$ cat src/ipnp_regs.vh
`ifndef IPNP_REGS_VH
`define IPNP_REGS_VH

// ------------------------------------------------------------
// isa port addresses
// ------------------------------------------------------------
`define IPNP_INDEX_PORT     16'h0279
`define IPNP_WRITE_PORT     16'h0A79
`define IPNP_RD_RANGE_HI    7'h01
`define IPNP_RD_LOW_BITS    2'h3

// ------------------------------------------------------------
// configuration register indices
// ------------------------------------------------------------
`define IPNP_REG_RDPORT     8'h00
`define IPNP_REG_ISOLATE    8'h01
`define IPNP_REG_CFGCTL     8'h02
`define IPNP_REG_WAKE       8'h03
`define IPNP_REG_RESDATA    8'h04
`define IPNP_REG_STATUS     8'h05
`define IPNP_REG_CSN        8'h06
`define IPNP_REG_ACTIVATE   8'h30

// ------------------------------------------------------------
// field positions
// ------------------------------------------------------------
`define IPNP_CTL_RESET_BIT  0
`define IPNP_CTL_WFK_BIT    1
`define IPNP_CTL_RSTCSN_BIT 2
`define IPNP_STS_VALID_BIT  0
`define IPNP_ACT_BIT        0
`define IPNP_FEAT_EN_BIT    0

// ------------------------------------------------------------
// reset values and patterns
// ------------------------------------------------------------
`define IPNP_CSN_RESET      8'h00
`define IPNP_INDEX_RESET    8'h00
`define IPNP_RDPORT_RESET   8'h00
`define IPNP_ISO_FIRST      8'h55
`define IPNP_ISO_SECOND     8'hAA

// ------------------------------------------------------------
// initiation key
// ------------------------------------------------------------
`define IPNP_KEY_FIRST      8'h6A
`define IPNP_KEY_LAST_IDX   5'h1F

`endif

$ cat src/ipnp_key_det.v
`include "ipnp_regs.vh"

module ipnp_key_det (
    input  wire       clk_i,
    input  wire       rst_i,
    input  wire       wr_i,
    input  wire [7:0] data_i,
    output reg        match_o
);

    reg  [7:0] expect_byte;
    reg  [4:0] count;
    wire       hit;

    // key bytes follow a shift sequence from the first byte
    function [7:0] key_next;
        input [7:0] b;
        begin
            key_next = {b[0] ^ b[1], b[7:1]};
        end
    endfunction

    assign hit = (data_i == expect_byte);

    always @(posedge clk_i) begin
        match_o <= 1'b0;
        if (rst_i) begin
            expect_byte <= `IPNP_KEY_FIRST;
            count       <= 5'h00;
        end else if (wr_i) begin
            if (hit && count == `IPNP_KEY_LAST_IDX) begin
                match_o     <= 1'b1;
                expect_byte <= `IPNP_KEY_FIRST;
                count       <= 5'h00;
            end else if (hit) begin
                expect_byte <= key_next(expect_byte);
                count       <= count + 5'h01;
            end else if (data_i == `IPNP_KEY_FIRST) begin
                // a mismatching byte may itself start a new key
                expect_byte <= key_next(`IPNP_KEY_FIRST);
                count       <= 5'h01;
            end else begin
                expect_byte <= `IPNP_KEY_FIRST;
                count       <= 5'h00;
            end
        end
    end

endmodule // ipnp_key_det

$ cat src/ipnp_cfg_port.v
`include "ipnp_regs.vh"

// Overview of operation
// - plug and play only with enable bit and strap
// - rest of card ignores bus until activated
// - decode index, write and relocatable read ports
// - index port writes load the index register
// - data ports access the indexed register
// - power-up, reset and wait-for-key enter WaitForKey
// - WaitForKey: no commands, data ports disabled
// - full initiation key enters Sleep
// - wrong key byte restarts key detection
// - card select number clears at power-up
// - matching wake goes Isolation or Configuration
// - non-matching wake sends card to Sleep
// - isolation one bit returns 0x55 then 0xAA
// - status bit 0 flags valid resource byte
// - activate bit transfers settings then enables card
// - unused registers and bits read zero
module ipnp_cfg_port (
    input  wire        CORE_CLK_I,
    input  wire        SYS_RST_I,
    input  wire [15:0] ISA_ADDR_I,
    input  wire        ISA_IOW_I,
    input  wire        ISA_IOR_I,
    input  wire [7:0]  ISA_DATA_I,
    output reg  [7:0]  ISA_DATA_O,
    output reg         ISA_DATA_OE_O,
    input  wire [7:0]  STORED_FEATURE_BYTE_I,
    input  wire        FEATURE_VALID_I,
    input  wire        STRAP_SENSE_PIN_I,
    input  wire        SERIAL_ID_BIT_I,
    output reg         SERIAL_ADV_O,
    input  wire [7:0]  RES_DATA_I,
    input  wire        RES_VALID_I,
    output reg         RES_TAKE_O,
    output reg         ACT_XFER_O,
    input  wire        XFER_DONE_I,
    output wire        CARD_ENABLE_O,
    output wire [1:0]  PNP_STATE_O
);

    localparam ST_WFK   = 2'b00;
    localparam ST_SLEEP = 2'b01;
    localparam ST_ISO   = 2'b10;
    localparam ST_CFG   = 2'b11;

    reg  [1:0] state;
    reg  [1:0] next_state;
    reg  [7:0] index;
    reg  [7:0] csn;
    reg  [7:0] rdport;
    reg        act_bit;
    reg        card_active;
    reg        pnp_on;
    reg        iow_q;
    reg        ior_q;
    reg        iso_read;
    reg        iso_drive;
    reg        iso_phase;
    reg        seen_first;
    reg  [7:0] bus_last;
    reg  [7:0] rd_val;
    wire       iow_rise;
    wire       ior_rise;
    wire       ior_fall;
    wire       idx_hit;
    wire       wr_hit;
    wire       rd_hit;
    wire       ports_on;
    wire       cfg_wr;
    wire       cfg_rd;
    wire       key_match;

    // ------------------------------------------------------------
    // strobes and decode
    // ------------------------------------------------------------
    assign iow_rise = ISA_IOW_I & ~iow_q;
    assign ior_rise = ISA_IOR_I & ~ior_q;
    assign ior_fall = ior_q & ~ISA_IOR_I;

    assign idx_hit  = pnp_on && (ISA_ADDR_I == `IPNP_INDEX_PORT);
    assign wr_hit   = pnp_on && (ISA_ADDR_I == `IPNP_WRITE_PORT);
    assign rd_hit   = pnp_on && (ISA_ADDR_I[15:9] == `IPNP_RD_RANGE_HI)
                      && (ISA_ADDR_I[9:2] == rdport)
                      && (ISA_ADDR_I[1:0] == `IPNP_RD_LOW_BITS);

    assign ports_on = (state != ST_WFK);
    assign cfg_wr   = iow_rise && wr_hit && ports_on;
    assign cfg_rd   = ior_rise && rd_hit && (state == ST_ISO || state == ST_CFG);

    assign CARD_ENABLE_O = ~pnp_on | card_active;
    assign PNP_STATE_O   = state;

    ipnp_key_det u_key (
        .clk_i   (CORE_CLK_I),
        .rst_i   (SYS_RST_I),
        .wr_i    (iow_rise && idx_hit),
        .data_i  (ISA_DATA_I),
        .match_o (key_match)
    );

    // ------------------------------------------------------------
    // read data selection
    // ------------------------------------------------------------
    always @* begin
        rd_val = 8'h00;
        if (index == `IPNP_REG_RDPORT) begin
            rd_val = rdport;
        end else if (index == `IPNP_REG_ISOLATE) begin
            rd_val = iso_phase ? `IPNP_ISO_SECOND : `IPNP_ISO_FIRST;
        end else if (index == `IPNP_REG_RESDATA) begin
            rd_val = RES_DATA_I;
        end else if (index == `IPNP_REG_STATUS) begin
            rd_val[`IPNP_STS_VALID_BIT] = RES_VALID_I;
        end else if (index == `IPNP_REG_CSN) begin
            rd_val = csn;
        end else if (index == `IPNP_REG_ACTIVATE) begin
            rd_val[`IPNP_ACT_BIT] = act_bit;
        end
    end

    // ------------------------------------------------------------
    // state machine
    // ------------------------------------------------------------
    always @* begin
        next_state = state;
        case (state)
            ST_WFK: begin
                if (key_match) begin
                    next_state = ST_SLEEP;
                end
            end
            default: begin
                if (cfg_wr && index == `IPNP_REG_CFGCTL &&
                    (ISA_DATA_I[`IPNP_CTL_RESET_BIT] || ISA_DATA_I[`IPNP_CTL_WFK_BIT])) begin
                    next_state = ST_WFK;
                end else if (cfg_wr && index == `IPNP_REG_WAKE) begin
                    if (ISA_DATA_I != csn) begin
                        next_state = ST_SLEEP;
                    end else if (csn == 8'h00) begin
                        next_state = ST_ISO;
                    end else begin
                        next_state = ST_CFG;
                    end
                end else if (state == ST_ISO && cfg_wr && index == `IPNP_REG_CSN) begin
                    next_state = ST_CFG;
                end else if (state == ST_ISO && ior_fall && iso_read && !iso_drive &&
                             iso_phase && seen_first &&
                             bus_last == `IPNP_ISO_SECOND) begin
                    next_state = ST_SLEEP;
                end
            end
        endcase
    end

    // ------------------------------------------------------------
    // registers
    // ------------------------------------------------------------
    always @(posedge CORE_CLK_I) begin
        SERIAL_ADV_O <= 1'b0;
        RES_TAKE_O   <= 1'b0;
        ACT_XFER_O   <= 1'b0;
        if (SYS_RST_I) begin
            state         <= ST_WFK;
            index         <= `IPNP_INDEX_RESET;
            csn           <= `IPNP_CSN_RESET;
            rdport        <= `IPNP_RDPORT_RESET;
            act_bit       <= 1'b0;
            card_active   <= 1'b0;
            pnp_on        <= 1'b0;
            iow_q         <= 1'b0;
            ior_q         <= 1'b0;
            iso_read      <= 1'b0;
            iso_drive     <= 1'b0;
            iso_phase     <= 1'b0;
            seen_first    <= 1'b0;
            bus_last      <= 8'h00;
            ISA_DATA_O    <= 8'h00;
            ISA_DATA_OE_O <= 1'b0;
        end else begin
            state <= next_state;
            iow_q <= ISA_IOW_I;
            ior_q <= ISA_IOR_I;
            if (FEATURE_VALID_I) begin
                pnp_on <= STORED_FEATURE_BYTE_I[`IPNP_FEAT_EN_BIT] & STRAP_SENSE_PIN_I;
            end
            if (iow_rise && idx_hit) begin
                index <= ISA_DATA_I;
            end
            if (next_state == ST_ISO && state != ST_ISO) begin
                iso_phase  <= 1'b0;
                seen_first <= 1'b0;
            end
            // write side effects
            if (cfg_wr) begin
                if (index == `IPNP_REG_CFGCTL && ISA_DATA_I[`IPNP_CTL_RSTCSN_BIT]) begin
                    csn <= `IPNP_CSN_RESET;
                end else if (index == `IPNP_REG_CSN && (state == ST_ISO || state == ST_CFG)) begin
                    csn <= ISA_DATA_I;
                end else if (index == `IPNP_REG_RDPORT && state == ST_ISO) begin
                    rdport <= ISA_DATA_I;
                end else if (index == `IPNP_REG_ACTIVATE && state == ST_CFG) begin
                    act_bit <= ISA_DATA_I[`IPNP_ACT_BIT];
                    if (ISA_DATA_I[`IPNP_ACT_BIT] && !act_bit) begin
                        ACT_XFER_O <= 1'b1;
                    end
                    if (!ISA_DATA_I[`IPNP_ACT_BIT]) begin
                        card_active <= 1'b0;
                    end
                end
            end
            if (XFER_DONE_I && act_bit) begin
                card_active <= 1'b1;
            end
            // read data port
            if (cfg_rd) begin
                ISA_DATA_O <= rd_val;
                if (index == `IPNP_REG_ISOLATE) begin
                    iso_read      <= (state == ST_ISO);
                    iso_drive     <= SERIAL_ID_BIT_I;
                    ISA_DATA_OE_O <= (state == ST_ISO) && SERIAL_ID_BIT_I;
                end else begin
                    ISA_DATA_OE_O <= 1'b1;
                    if (index == `IPNP_REG_RESDATA) begin
                        RES_TAKE_O <= 1'b1;
                    end
                end
            end else if (!ISA_IOR_I) begin
                ISA_DATA_OE_O <= 1'b0;
            end
            // isolation bus watch while another card may drive
            if (ISA_IOR_I && iso_read) begin
                bus_last <= ISA_DATA_I;
            end
            if (ior_fall && iso_read) begin
                iso_read   <= 1'b0;
                iso_phase  <= ~iso_phase;
                seen_first <= !iso_drive && (bus_last == `IPNP_ISO_FIRST);
                // no advance when the card drops out to sleep
                if (iso_phase && next_state == ST_ISO) begin
                    SERIAL_ADV_O <= 1'b1;
                end
            end
        end
    end

endmodule // ipnp_cfg_port

$ cat config.mk
export PLATFORM = sky130hd
export DESIGN_NAME = ipnp_cfg_port
export DESIGN_NICKNAME = d
export VERILOG_FILES = /design/src/ipnp_key_det.v /design/src/ipnp_cfg_port.v
export VERILOG_INCLUDE_DIRS = /design/src
export SDC_FILE = /design/constraint.sdc
export NUM_CORES = 1
export LEC_CHECK = 0
export BUFFER_PORTS_ARGS = -buffer_cell sky130_fd_sc_hd__buf_2
export CORE_MARGIN = 2
export CORE_UTILIZATION = 50
export CTS_CLUSTER_DIAMETER = 120
export DETAILED_ROUTE_END_ITERATION = 7
export PLACE_DENSITY_LB_ADDON = 0.25
export SYNTH_ARGS = -nofsm -noshare
export SYNTH_HDL_FRONTEND = slang
export SYNTH_SLANG_ARGS = --single-unit
$ cat constraint.sdc
create_clock -name CORE_CLK_I -period 2.5 [get_ports CORE_CLK_I]
set_input_delay 0.5 -clock CORE_CLK_I [delete_from_list [all_inputs] [get_ports CORE_CLK_I]]
set_output_delay 0.5 -clock CORE_CLK_I [all_outputs]
set_load 0.01 [all_outputs]
== Word-level counts from Yosys, hierarchy flattened ==
Cells that the tools add are included.
Cells by class
  equal/unequal tests: 27
  mux-type cells: 42
  bitwise operators: 19
  reductions and logical operators: 56
  add/subtract/negate cells: 1
Operators with widths (count)
  8-bit 2-to-1 mux: 9
  1-bit logical AND: 34
  8-bit by 3-bit equality test with 1-bit output, second input constant: 3
  1-bit 2-to-1 mux: 22
  16-bit by 10-bit equality test with 1-bit output, second input constant: 1
  16-bit by 12-bit equality test with 1-bit output, second input constant: 1
  8-bit by 2-bit equality test with 1-bit output, second input constant: 2
  8-bit by 7-bit equality test with 1-bit output, second input constant: 2
  8-bit equality test: 2
  8-bit zero test: 2
  2-bit 2-to-1 mux: 7
  7-bit 2-to-1 mux: 2
  1-bit inverter: 13
  5-bit 2-to-1 mux: 2
  2-bit by 1-bit != test with 1-bit output, second input constant: 5
  2-bit nonzero test: 5
  2-bit equality test, second input constant: 4
  8-bit by 1-bit equality test with 1-bit output, second input constant: 1
  8-bit by 6-bit equality test with 1-bit output, second input constant: 1
  8-bit equality test, second input constant: 1
  8-bit != test: 1
  7-bit by 1-bit equality test with 1-bit output, second input constant: 1
  6-bit AND reduction: 1
  2-bit OR reduction: 3
  14 further kinds: 20
Word-level totals
  input bits: 49
  output and inout bits: 15
  register bits: 69

== Logic depth before layout (Yosys ltp) ==
  word-level depth: 17
  mapped depth: 8
  gate-level depth less buffers: 6

== Hierarchy ==
From an unflattened synthesis, not the netlist that was laid out.
Second synthesis, totals
  cells, all modules: 398
  area total of the unflattened synthesis: 3465.8 um2
By module, submodules not included
  ipnp_cfg_port: seq. area each 1101.1 um2, area each 2748.9 um2, instances 1, cells each 327
  ipnp_key_det: seq. area each 280.3 um2, area each 716.9 um2, instances 1, cells each 71

== Least setup slack after synthesis ==
Ideal clock, no wire load.
  kind: input -> register
  start: in ISA_ADDR_I[12]
  end: reg ISA_DATA_O[0]
  cell stages on the path: 6
  buffers on the path: 1
  slack: 0.048 ns
  arrival: 2.384 ns
  cells stage by stage: or4_4 > or3_1 > or4_4 > buf_6 > a311o_1 > a21oi_2
Between the ends
  word-level cells in the longest chain between the ends: 6
RTL lines
  start, declared: line ipnp_cfg_port.v:23  | input wire [15:0] ISA_ADDR_I,
  7-bit by 1-bit equality test with 1-bit output (no line)
  1-bit logical AND (3 in series): line ipnp_cfg_port.v:84  | assign rd_hit = pnp_on && (ISA_ADDR_I[15:9] == `IPNP_RD_RANGE_HI)
  1-bit logical AND (2 in series): line ipnp_cfg_port.v:90  | assign cfg_rd = ior_rise && rd_hit && (state == ST_ISO || state == ST_CFG);
  end signal, assigned: line ipnp_cfg_port.v:218  | ISA_DATA_O <= rd_val;
  end, declared: line ipnp_cfg_port.v:27  | output reg [7:0] ISA_DATA_O,
Every way passes these cells.
A chain may end at the register's enable or synchronous reset.

== Worst setup path in the final report ==
  start: in ISA_ADDR_I[12]
  end: reg ISA_DATA_O[2]
Same word-level chain as after synthesis.

==> results_dict.tcl <==
set metrics [dict create \
    ys_warn_count 0 \
    viasPerCell 5.83 \
    synth_nets 486 \
    cts_htree_levels 3 \
    use_met1_pct 35.9 \
    synth_edf_count 0 \
    p_per_area_nw_per_um2 519 \
    io_pins 64 \
    dp.final_hpwl_um 6910 \
    setup_violations 0 \
    die-area_um2 7630 \
    worst-path-max-fanout 10 \
    hold_class "in2reg" \
    synth_adder_area_share_pct 0.720 \
    timing.hold.ws_ps 384 \
    track_usage_pct 25.3 \
    worst_pin_slew_ps 488 \
    met2_usage_pct 38.2 \
    grtUsageMet3_pct 3.41 \
    drtAntennaViolNets 0 \
    relSlewSlack_pct 67.2 \
    synth_compound_gate_area_share_pct 13.8 \
    seq_area_frac_synth_pct 39.8 \
    totalWireLength_um 9290 \
    synth_seq_cells 69 \
    drive_gt1_share_pct 19.5 \
    yosys.area_share.simple_pct 30.6 \
    drv_slew 0 \
    root_buffer "clkbuf_8" \
    synth_top_family_by_area "simple AND/OR/NAND/NOR gates" \
    path_common_cell "or4_4" \
    synth_top_flop_cell "dfxtp_1" \
    grt_pass1_wl_um 14900 \
    core_area_um2 6760 \
    crit_chain "buf_2 -> or4_4 -> or3_1 -> or4_4 -> buf_4 -> or2_0 -> a21oi_1" \
    cts_tree "yes" \
    num_vias 3392 \
    cts.sinks 69 \
    muxShareOfSynthArea_pct 4.94 \
    busiest_layer "met2" \
    syn_avg_cell_area_um2 7.98 \
    cts_resized 0 \
    place_ws_ps -183 \
    fin_skew_ps 12.0 \
    clockBufferDepth 2 \
    hold_violations 0 \
    syn_to_final_growth_pct 18.0 \
    synth_cell_type_count 48 \
    tns_ps 0 \
    die_h_um 87.3 \
    max_stage_delay_ps 590 \
    port_buffers 56 \
    cp_data_required_time_ps 2780 \
    fin_ws_ps 170 \
    syn_area_um2 3470 \
    worstSkewPairLatency_ps 340 \
    fin_crit_ps 2330 \
    fin_nets 548 \
    max_freq_ghz 0.429 \
    finalWeightedCongestion 0.922 \
    antenna_found_initial 0 \
    drtPass1Iterations 5 \
    clk_pin_slew_ps 80 \
    arrival_ps 2610 \
    status "finished clean" \
    power_uw 2130 \
    grt_pass1_vias 3097 \
    wl_per_cell_um 16.0 \
    synth_xor_area_share_pct 6.05 \
    cap_viol_max_count 0 \
    async_reset_ff_share_pct 0 \
    irDropWorstVdd_uv 370 \
    antenna_cells 0 \
    worstSetupEndpointType "flip-flop" \
    critPathLaunchType "primary input" \
    grt_max_degree 33 \
    worstSetupPathType "in2reg" \
    leakagePower_uw 0.00157 \
    rsz0062_at_grt "no" \
    post_cts_buffers 0 \
    fin_crit_sh_pct 93.2 \
    drc_errors 0 \
    cts_hold_buf 0 \
    start_util_pct 51.4 \
    globalRoute.totalOverflow 0 \
    drtIter0Drc 269 \
    placementRows 30 \
    synthCells 435 \
    cts_buffers 9 \
    critPathSlowestCell "or4_4" \
    chipWidth_um 87.3 \
]
==> cell families after synthesis <==
family                     Yosys count
and+or+nand+nor                    204
AOI/OAI and AO/OA                   84
DFF                                 69
buffers and inverters               35
xor gates and xnor gates            24
muxes                               17
adders and majority gates            2
==> through the flow <==
step / utilization [%] / area [µm²] / instances
global route: 60.7 / 4100 / 582
floorplan: - / 3470 / 435
detailed placement: 57.9 / 3910 / 566
finish: 60.7 / 4100 / 582
global placement: 57.9 / 3910 / 566
CTS: 60.7 / 4100 / 582
==> report_power, final <==
| part | leakage, µW | internal (µW) | switching [µW] |
|---|---|---|---|
| logic | 0.000924 | 52.9 | 76.7 |
| clock network | 0.0000923 | 459 | 438 |
| registers | 0.000556 | 1100 | 1.38 |
==> cell type report <==
type / instances / area [µm²]
flip-flops and latches: 69 / 1380
multi-input cells: 331 / 1950
fillers: 638 / 2660
inverters: 7 / 26.3
clock inverters: 6 / 63.8
clock buffers: 10 / 128
repair buffers: 79 / 453
well taps: 80 / 100
==> layout by cell type (no fill, tap or decap), drive strengths merged, types with 2 or more instances in the layout <==
| cell | instances |
|---|---|
| nor4b | 3 |
| xor2 | 9 |
| dfxtp | 69 |
| nor3 | 8 |
| nand2 | 63 |
| nand4b | 2 |
| nand3 | 29 |
| inv | 7 |
| nand4 | 7 |
| nor2 | 35 |
| and4b | 2 |
| nor4bb | 8 |
| and3 | 8 |
| mux2i | 16 |
| nand2b | 3 |
| o21a | 3 |
| or2 | 7 |
| and2 | 4 |
| a21oi | 35 |
| nor4 | 9 |
| o211ai | 3 |
| ha | 2 |
| nor2b | 5 |
| o22ai | 4 |
| buf | 79 |
| and4 | 3 |
| clkbuf | 10 |
| clkinvlp | 2 |
| o21ai | 30 |
| xnor2 | 15 |
| o22a | 3 |
| or4 | 2 |
| nand3b | 2 |
| clkinv | 3 |
==> routing by layer <==
layer  vias to the layer above  routed length (µm)
met5                         -                   0
met4                         0                 247
met3                        24                 639
met2                       145                4060
met1                      1566                4350
li1                       1657                   -
==> final timing paths <==
| check | from | slack, ps | to | cells after the start |
|---|---|---|---|---|
| hold reg to reg | ISA_DATA_O[5]$_SDFFE_PP0P_ | 450 | ISA_DATA_O[5]$_SDFFE_PP0P_ | 2 |
| setup reg to reg | pnp_on$_SDFFE_PP0P_ | 430 | ISA_DATA_O[2]$_SDFFE_PP0P_ | 6 |
| setup / recovery | ISA_ADDR_I[12] | 170 | ISA_DATA_O[2]$_SDFFE_PP0P_ | 7 |
| hold / removal | ISA_IOW_I | 380 | iow_q$_SDFF_PP0_ | 2 |
==> worst max-delay path: cells and delay by family <==
kind            cells  cell delay, ps
compound gates      1             140
simple gates        4            1660
buf+inv             2             290
==> registers in the layout, summed over array words and instances (netlist names) <==
register,flops
ISA_DATA_OE_O,1
RES_TAKE_O,1
seen_first,1
iso_phase,1
ISA_DATA_O,8
u_key.match_o,1
act_bit,1
SERIAL_ADV_O,1
ACT_XFER_O,1
iow_q,1
index,8
rdport,8
bus_last,8
ior_q,1
u_key.expect_byte,8
pnp_on,1
iso_drive,1
u_key.count,5
card_active,1
PNP_STATE_O,2
iso_read,1
csn,8
==> cells in the mapped netlist, drive strengths merged, types with 2 or more instances <==
cell type | count | area, µm²
nand4b | 2 | 17.5
and2 | 4 | 25.0
xor2 | 9 | 78.8
nor4bb | 8 | 80.1
and4 | 3 | 26.3
inv | 7 | 26.3
o21ai | 30 | 150
and3 | 8 | 50.1
o22ai | 4 | 25.0
mux2i | 16 | 160
nand3 | 29 | 145
o21a | 3 | 22.5
and4b | 2 | 20.0
or4 | 2 | 22.5
nor3 | 8 | 40.0
nand2b | 3 | 18.8
clkbuf | 22 | 85.1
o22a | 3 | 26.3
a21oi | 35 | 179
nand4 | 7 | 43.8
nand3b | 2 | 15.0
buf | 6 | 32.5
nor2 | 35 | 131
ha | 2 | 25.0
o211ai | 3 | 22.5
nand2 | 63 | 236
or2 | 7 | 43.8
nor2b | 5 | 31.3
dfxtp | 69 | 1380
xnor2 | 15 | 131
nor4b | 3 | 26.3
nor4 | 9 | 56.3
Power figures use the tool's default switching activity.
